==> config.mk <==
export PLATFORM = sky130hd
export DESIGN_NAME = cpu_compare_pwm
export DESIGN_NICKNAME = d
export VERILOG_FILES = /design/src/verilog/cpu_pkg.sv /design/src/verilog/cpu_compare_pwm.sv /design/src/verilog/cpu_duty_buffer.sv
export SDC_FILE = /design/constraint.sdc
export NUM_CORES = 1
export LEC_CHECK = 0
export BUFFER_PORTS_ARGS = -buffer_cell sky130_fd_sc_hd__buf_4
export CORE_AREA = 2 2 83 85
export CTS_CLUSTER_DIAMETER = 150
export DETAILED_ROUTE_END_ITERATION = 16
export DIE_AREA = 0 0 85 87
export PLACE_DENSITY = 0.68
export SLEW_MARGIN = 20
export SYNTH_ARGS = -nofsm -noshare
export SYNTH_HDL_FRONTEND = slang
export SYNTH_HIERARCHICAL = 1
export SYNTH_SLANG_ARGS = --single-unit
==> constraint.sdc <==
create_clock -name clk_i -period 1.7 [get_ports clk_i]
set_clock_uncertainty 0.1 [all_clocks]
set_input_delay 0.085 -clock clk_i [delete_from_list [all_inputs] [get_ports clk_i]]
set_output_delay 0.085 -clock clk_i [all_outputs]
set_load 0.01 [all_outputs]
==> src/verilog/cpu_pkg.sv <==
// package: constants for the compare and pwm unit
package cpu_pkg;
   localparam logic [3:0] MODE_OFF       = 4'h0;
   localparam logic [3:0] MODE_TOGGLE    = 4'h2;
   localparam logic [3:0] MODE_SET       = 4'h8;
   localparam logic [3:0] MODE_CLEAR     = 4'h9;
   localparam logic [3:0] MODE_SW_IRQ    = 4'hA;
   localparam logic [3:0] MODE_SPECIAL   = 4'hB;
   localparam logic [1:0] MODE_PWM_TOP   = 2'h3;
   localparam int         REF_WIDTH      = 16;
   localparam int         DUTY_WIDTH     = 10;
   localparam int         TIMER_TWO_COUNT_WIDTH     = 8;
   localparam logic [1:0] PRESCALE_ONE   = 2'h0;
   localparam logic       OUT_LATCH_RST  = 1'b0;
   localparam logic [7:0] DUTY_HIGH_RST  = 8'h00;
   localparam logic [1:0] DUTY_LOW_RST   = 2'h0;
endpackage
==> src/verilog/cpu_compare_pwm.sv <==
// module: compare and standard pwm channel
`timescale 1ns/100ps
`default_nettype none
module cpu_compare_pwm (
   input  wire logic        clk_i,
   input  wire logic        rst_n_i,
   input  wire logic [7:0]  channel_control_i,
   input  wire logic [7:0]  compare_ref_high_i,
   input  wire logic [7:0]  compare_ref_low_i,
   input  wire logic        duty_high_we_i,
   input  wire logic [7:0]  duty_high_wdata_i,
   input  wire logic [7:0]  timer_one_count_high_i,
   input  wire logic [7:0]  timer_one_count_low_i,
   input  wire logic        timer_one_edge_i,
   input  wire logic [7:0]  timer_two_count_i,
   input  wire logic [7:0]  pwm_period_reg_i,
   input  wire logic [1:0]  timer_two_prescale_sel_i,
   input  wire logic [1:0]  timer_two_phase_i,
   input  wire logic        timer_two_inc_i,
   input  wire logic        adc_enable_i,
   output logic             channel_irq_flag_set_o,
   output logic             special_trigger_o,
   output logic             timer_one_reset_o,
   output logic             adc_start_o,
   output logic             timer_one_overflow_block_o,
   output logic             timer_two_clear_o,
   output logic [7:0]       compare_ref_high_o,
   output logic             channel_pin_o,
   output logic             channel_pin_oe_o
);
   // timer counts, phases and edge strobes all arrive as ports
   // control field split, each mode a named wire
   logic [3:0] mode;
   logic [1:0] duty_low_bits;
   logic       is_off;
   logic       is_toggle;
   logic       is_set;
   logic       is_clear;
   logic       is_sw_irq;
   logic       is_special;
   logic       is_pwm;
   logic       is_compare;
   assign mode          = channel_control_i[3:0];
   assign duty_low_bits = channel_control_i[5:4];
   assign is_off     = (mode == cpu_pkg::MODE_OFF);
   assign is_toggle  = (mode == cpu_pkg::MODE_TOGGLE);
   assign is_set     = (mode == cpu_pkg::MODE_SET);
   assign is_clear   = (mode == cpu_pkg::MODE_CLEAR);
   assign is_sw_irq  = (mode == cpu_pkg::MODE_SW_IRQ);
   assign is_special = (mode == cpu_pkg::MODE_SPECIAL);
   assign is_pwm     = (mode[3:2] == cpu_pkg::MODE_PWM_TOP);
   assign is_compare = is_toggle | is_set | is_clear | is_sw_irq | is_special;

   // full 16-bit equality, evaluated every system clock cycle; with that
   // clock stopped nothing is compared or acted on
   logic [15:0] ref_word;
   logic [15:0] t1_word;
   logic        match;
   assign ref_word = {compare_ref_high_i, compare_ref_low_i};
   assign t1_word  = {timer_one_count_high_i, timer_one_count_low_i};
   assign match    = is_compare && (ref_word == t1_word);

   // one pulse per entry into equality, not every held cycle
   logic match_q;
   logic match_rise;
   always_ff @(posedge clk_i or negedge rst_n_i) begin
      if (!rst_n_i) begin
         match_q <= 1'b0;
      end else begin
         match_q <= match;
      end
   end
   assign match_rise = match & ~match_q;

   // interrupt flag pulse in the same cycle as the action
   assign channel_irq_flag_set_o = match_rise;
   assign special_trigger_o      = match_rise & is_special;

   // pending timer1 reset waits for the timer1 clock edge
   logic       pend_q;
   logic       pend_d;
   logic [15:0] pend_ref_q;
   logic       ref_changed;
   logic       fire_reset;
   assign ref_changed = (pend_ref_q != ref_word);
   // reference moved before the edge: drop the reset
   assign fire_reset  = pend_q & timer_one_edge_i & ~ref_changed
                        & is_special;
   assign pend_d = special_trigger_o ? 1'b1 :
                   (timer_one_edge_i | ref_changed | ~is_special) ? 1'b0 :
                   pend_q;
   always_ff @(posedge clk_i or negedge rst_n_i) begin
      if (!rst_n_i) begin
         pend_q     <= 1'b0;
         pend_ref_q <= '0;
      end else begin
         pend_q     <= pend_d;
         if (special_trigger_o) begin
            pend_ref_q <= ref_word;
         end
      end
   end
   assign timer_one_reset_o = fire_reset;
   // timer1 overflow flag is suppressed for this reset
   assign timer_one_overflow_block_o = fire_reset;
   assign adc_start_o = special_trigger_o & adc_enable_i;

   // compare output latch: toggle, set or clear on match
   logic cmp_out_q;
   logic cmp_out_d;
   assign cmp_out_d = is_off ? cpu_pkg::OUT_LATCH_RST :
                      (match_rise & is_toggle) ? ~cmp_out_q :
                      (match_rise & is_set)    ? 1'b1 :
                      (match_rise & is_clear)  ? 1'b0 :
                      cmp_out_q;
   always_ff @(posedge clk_i or negedge rst_n_i) begin
      if (!rst_n_i) begin
         cmp_out_q <= cpu_pkg::OUT_LATCH_RST;
      end else begin
         cmp_out_q <= cmp_out_d;
      end
   end

   // period end: increment while Timer2 equals the period value
   logic period_end;
   assign period_end = is_pwm & timer_two_inc_i
                       & (timer_two_count_i == pwm_period_reg_i);
   // postscaler never enters here, so the period is (pr+1)*4*prescale
   assign timer_two_clear_o = period_end;

   // buffered duty: low register is the upper eight bits
   logic [9:0] duty_buffered;
   logic [9:0] duty_active;
   assign duty_buffered = {compare_ref_low_i, duty_low_bits};
   cpu_duty_buffer #(
      .WIDTH      (cpu_pkg::DUTY_WIDTH)
   ) u_duty (
      .clk_i      (clk_i),
      .rst_n_i    (rst_n_i),
      .load_i     (period_end),
      .buffered_i (duty_buffered),
      .active_o   (duty_active)
   );

   // duty high copy is software writable outside pwm only
   logic [7:0] ref_high_q;
   always_ff @(posedge clk_i or negedge rst_n_i) begin
      if (!rst_n_i) begin
         ref_high_q <= cpu_pkg::DUTY_HIGH_RST;
      end else if (is_pwm) begin
         ref_high_q <= duty_active[9:2];
      end else if (duty_high_we_i) begin
         ref_high_q <= duty_high_wdata_i;
      end
   end
   assign compare_ref_high_o = ref_high_q;

   // ten-bit time base: phase bits as the low two bits at every prescale setting
   logic [1:0] low_base;
   logic [9:0] time_base;
   assign low_base  = timer_two_phase_i;
   assign time_base = {timer_two_count_i, low_base};
   logic duty_zero;
   logic duty_hit;
   assign duty_zero = (duty_buffered == 10'h000);
   // the pin is a register, so the hit is taken one step early and the
   // pin falls as the time base reaches the duty; a duty beyond the
   // period never matches so the pin stays put
   logic [9:0] time_base_next;
   assign time_base_next = time_base + 10'h001;
   assign duty_hit  = (time_base_next == duty_active);

   // pwm pin latch
   logic pwm_q;
   logic pwm_d;
   assign pwm_d = ~is_pwm     ? 1'b0 :
                  period_end  ? ~duty_zero :
                  duty_hit    ? 1'b0 :
                  pwm_q;
   always_ff @(posedge clk_i or negedge rst_n_i) begin
      if (!rst_n_i) begin
         pwm_q <= 1'b0;
      end else begin
         pwm_q <= pwm_d;
      end
   end

   // pin ownership: released when off, in 1010 and in 1011
   assign channel_pin_oe_o = is_pwm | is_toggle | is_set | is_clear;
   assign channel_pin_o    = is_pwm ? pwm_q : cmp_out_q;
endmodule
`default_nettype wire

==> src/verilog/cpu_duty_buffer.sv <==
// module: double buffered pwm duty register
`timescale 1ns/100ps
`default_nettype none
module cpu_duty_buffer #(
   parameter int WIDTH = 10
) (
   input  wire logic             clk_i,
   input  wire logic             rst_n_i,
   input  wire logic             load_i,
   input  wire logic [WIDTH-1:0] buffered_i,
   output logic      [WIDTH-1:0] active_o
);
   // active copy loads only at period end so the output never glitches
   always_ff @(posedge clk_i or negedge rst_n_i) begin
      if (!rst_n_i) begin
         active_o <= '0;
      end else if (load_i) begin
         active_o <= buffered_i;
      end
   end
endmodule
`default_nettype wire

# After elaboration in Yosys (flattened, before gate mapping)
# Cells that the tools add are included.
[op_classes] bitwise_logic=25 n_eq_ne=11 n_reduce_logical=6 n_mux=12 addsub=1
[ops] op="16-bit == test" count=1
[ops] op="4-bit == test (second input constant)" count=4
[ops] op="8-bit two-way mux" count=2
[ops] op="16-bit != test" count=1
[ops] op="1-bit bitwise AND" count=11
[ops] op="10-bit by 1-bit adder with 10-bit output (second input constant)" count=1
[ops] op="10-bit == test" count=1
[ops] op="10-bit zero test" count=1
[ops] op="1-bit two-way mux" count=10
[ops] op="1-bit OR" count=9
[ops] op="8-bit == test" count=1
[ops] op="1-bit inverter" count=5
[ops] op="4-bit by 2-bit == test with 1-bit output (second input constant)" count=1
[ops] op="4-bit zero test" count=1
[ops] op="2-bit nonzero test" count=2
[ops] op="4-bit nonzero test" count=1
[ops] op="3-bit by 1-bit != test with 1-bit output (second input constant)" count=1
[ops] op="2-bit == test (second input constant)" count=1
[ops] op="1-bit logical AND" count=1
[word_totals] out_inout_bits=16 reg_bits=38 elab_cells=62

# Logic depth before layout (Yosys ltp)
[depth] word_depth=12 depth_mapped=8 depth_no_buf=6

# By module
# Netlist, hierarchy kept.
[modules_own_cells] module="cpu_compare_pwm" area_each_um2=2140.8 instances=1 cells_per_inst=221
[modules_own_cells] module="cpu_duty_buffer" area_each_um2=411.6 instances=1 cells_per_inst=21

# Worst setup path after synthesis
# OpenSTA, ideal clock, no wires.
[synth_path] path_kind="input-to-reg" from="input port timer_one_count_low_i[2]" to="register pend_ref_q[10]" path_buffers=3 t_required_ps=1475 slack_ps=-382 setup_time_ps=125 stages=8 arrival_time_ps=1857 path_cell_list="xnor2_1 -> nand4_1 -> or3_1 -> buf_2 -> or4_4 -> buf_6 -> buf_12 -> mux2_4"
[synth_between] elab_chain_cells=4
[synth_lines] element="start: declaration" line="cpu_compare_pwm.sv:13" source="input wire logic [7:0] timer_one_count_low_i,"
[synth_lines] element="16-bit == test" line="cpu_compare_pwm.sv:61" source="assign match = is_compare && (ref_word == t1_word);"
[synth_lines] element="1-bit logical AND" line="cpu_compare_pwm.sv:61"
[synth_lines] element="1-bit bitwise AND" line="cpu_compare_pwm.sv:73" source="assign match_rise = match & ~match_q;"
[synth_lines] element="1-bit bitwise AND" line="cpu_compare_pwm.sv:77" source="assign special_trigger_o = match_rise & is_special;"
[synth_lines] element="end signal: assignment" line="cpu_compare_pwm.sv:99" source="pend_ref_q <= ref_word;"
[synth_lines] element="end: declaration" line="cpu_compare_pwm.sv:82" source="logic [15:0] pend_ref_q;"
# No other way between the ends.
# A chain may end at the register's enable or synchronous reset.

# Worst setup path in the final report
[layout_path] from="register pend_ref_q[11]" to="output port timer_one_overflow_block_o"
[layout_between] elab_chain_cells=4
[layout_lines] element="16-bit != test" line="cpu_compare_pwm.sv:85" source="assign ref_changed = (pend_ref_q != ref_word);"
[layout_lines] element="1-bit inverter" line="cpu_compare_pwm.sv:87" source="assign fire_reset = pend_q & timer_one_edge_i & ~ref_changed"
[layout_lines] element="1-bit bitwise AND" line="cpu_compare_pwm.sv:87"
[layout_lines] element="1-bit bitwise AND" line="cpu_compare_pwm.sv:88" source="& is_special;"
[layout_lines] element="end: declaration" line="cpu_compare_pwm.sv:25" source="output logic timer_one_overflow_block_o,"
# No other way between the ends.

==> impl_results.md <==
* Die ar. at 7400 um^2
* Status: finished, violations left
* Ys Warns at 6
* Max Cap Viol at 0
* Final Max Tran Viols at 0
* Post-DRT Antenna Nets at 0
* CTS tree: done
* Hold Fails Final Rpt at 0
* Tot GR Track Use at 0.198
* Worst Slack Setup Final at -0.269 ns
* Clock transition at path regs at 0.09 ns
* Largest family of logic cells by synthesized area: multiplexers
* Synth Cell Area at 2550 um^2
* Simple-Gate Fraction of Synth Area at 0.154
* Die width at 85 um
* Row Count at 30
* Post-Syn Nets at 317
* Area grow syn2layout at 63.3%
* Initial Util at 0.389
* DR vias at 2421
* Register area share after synthesis at 0.373
* Clock Sinks at 38
* CTS buffer count at 5
* Leakage at 1.92 nW
* Most frequent cells in the layout: buf_4, dfrtp_1, xnor2_1, mux2_4, nand2_1
* DRT Pass-1 Iters at 4
* Data arrival, critical path at 1.78 ns
* HPWL Detailed at 5390 um
* Synth Area in XOR/XNOR at 0.172
* Initial DRC Count at 111
* Post-Layout Cell Count at 469
* Top_reg_cell synth: dfrtp_1
* Crit share post-route at 1.16
* Clock latency on the worst-skew pair at 0.29 ns
* CORE AREA at 6570 um^2
* Initial antenna violation count at 0
* Layout fillers at 529
* Final net count at 463
* Critical path type: register to primary output
* Post-synth EDFFs at 0
* Crit path time final at 1.97 ns
* Total Wirelength at 7530 um
* CP Data Required Time at 1.51 ns
* Maximum level of the CTS H-tree at 2
* Distinct cells, synth at 42
* Number of global-route vias before repair at 2487
* Antenna Cells at 0
* Die Span Y at 87 um
* Async SR Flop Fraction at 1.00
* Register bit total from synthesis at 38
* Post-route design area at 4170 um^2
* # IOs at 90
* Setup crit start kind: register
* Worst Setup End Kind: primary output
* Actual slew at the worst max-slew pin at 0.505 ns
* Power Dens Cells at 536 nW/um^2
* PortBufs at 85
* Failing checks: negative setup slack
* Setup TNS at -2.43 ns
* Final setup violation count at 22
* Fmax at 508 MHz
* Clock Path Buffers at 2
* Worst vdd ir at 0.000303 V
* Remaining global-route overflow at 0
* # DRC at 0
* RSZ-0062 raised after global routing: true
* Share of layout cells above drive strength 1 at 0.530
* Area of the multi-input gates at 1780 um^2
* GP Congestion at 0.777
* Sequential cell area at 951 um^2
* Placed Instance Area at 3630 um^2
* Synth Area per Inst at 10.5 um^2
* Post-Synth Adder-Cell Area at 0.00490
* Routed len/inst at 16.1 um
* Clock root cell: clkbuf_8
* Hold Path Class: input pin to register
* First-pass GRT wire length at 11600 um
* Vias/cell at 5.16
* Largest net degree at the start of global routing at 39
* Post-synthesis mux area share at 0.180
* Cell count after synthesis at 242
* DP Cell Count at 441
* Worst-path fanout max at 2
* Rel. slew slack at 0.663
* Area fraction in compound gates after synthesis at 0.0789
* Most common cell after layout, fill and taps aside: buf_4
flip-flops by register name, indices dropped and copies added (netlist names):
register            count
cmp_out_q               1
compare_ref_high_o      8
match_q                 1
pend_q                  1
pend_ref_q             16
pwm_q                   1
u_duty/active_o        10
per-stage QoR:
stage	util	hold WS, ns	setup WS (ns)	power (mW)
floorplan	-	-0.311	-0.305	1.16
global placement	0.552	-0.0184	-0.473	1.48
detailed placement	0.552	-0.0114	-0.519	1.49
CTS	0.611	0.0137	-0.136	2.21
global route	0.635	0.0411	-0.389	2.33
finish	0.635	0.00272	-0.269	2.23
kinds of logic (layout without fill, tap and decap cells):
kind of cell	count (synthesis)	count (layout)
flip-flops	38	38
buffers and inverters	16	162
AO/OA/AOI/OAI	32	32
multiplexers	35	35
XOR/XNOR	50	50
AND/OR/NAND/NOR	70	71
adder cells (fa/ha/maj)	1	1
synth_stat cells (2+ instances only):
cell type | count | area [um^2]
a21o_1 | 2 | 15.0
a21oi_1 | 3 | 15.0
a31oi_1 | 2 | 12.5
and2_1 | 3 | 18.8
buf_6 | 2 | 22.5
clkbuf_1 | 6 | 22.5
dfrtp_1 | 38 | 951
inv_1 | 4 | 15.0
mux2_2 | 7 | 78.8
mux2_4 | 20 | 300
mux2i_1 | 8 | 80.1
nand2_1 | 17 | 63.8
nand3_1 | 5 | 25.0
nand4_1 | 12 | 75.1
nand4b_1 | 2 | 17.5
nor2_1 | 6 | 22.5
nor2b_1 | 2 | 12.5
nor3_1 | 3 | 15.0
nor4_1 | 7 | 43.8
nor4b_1 | 2 | 17.5
o21ai_0 | 16 | 80.1
or3_1 | 4 | 25.0
or4_1 | 4 | 30.0
xnor2_1 | 43 | 377
xor2_1 | 7 | 61.3
report_power, final:
group	internal, mW	total (mW)	switching, mW
registers	0.927	0.942	0.0150
clock network	0.327	0.673	0.346
logic	0.361	0.620	0.259
total	1.61	2.23	0.620
routing by layer:
layer | part of all wire | GRT usage | up-vias | routed length, um
li1 | - | - | 1167 | -
met1 | 0.43 | 0.250 | 1159 | 3210
met2 | 0.51 | 0.357 | 85 | 3840
met3 | 0.049 | 0.0360 | 10 | 370
met4 | 0.014 | 0.0418 | 0 | 109
met5 | 0 | 0 | - | 0
cell type report:
cell class | instances | area share
Multi-Input combinational cell | 189 | 0.427
Timing Repair Buffer | 150 | 0.295
Sequential cell | 38 | 0.228
Tap cell | 80 | 0.0240
Clock buffer | 6 | 0.0198
Inverter | 4 | 0.00360
Clock inverter | 2 | 0.00300
final timing paths:
kind | from | endpoint | slack, ns | cells after the start
setup / recovery | pend_ref_q[11] | timer_one_overflow_block_o | -0.27 | 5
hold / removal | duty_high_wdata_i[4] | compare_ref_high_o[4] | 0.003 | 3
setup reg to reg | u_duty/active_o[7] | pwm_q | 0.02 | 3
hold reg to reg | pend_ref_q[3] | pend_ref_q[3] | 0.44 | 1
max in group asynchronous | rst_n_i | pend_ref_q[2] | 0.94 | 2
min in group asynchronous | rst_n_i | match_q | 0.19 | 2
critical path, stage by stage (launching register included):
cell,delay [ns]
dfrtp_1,0.41
xor2_1,0.16
nor4_1,0.34
nand4_1,0.26
nor2_2,0.19
buf_4,0.14
timing repair:
item,4_1_cts,5_1_grt
resized for setup,29,21
gates cloned,1,0
hold buffers,9,0
pin swaps,16,11
buffers inserted,5,5
endpoints found under the hold margin,46,0
setup endpoints to repair,23,23
(Power assumes the default switching activity.)
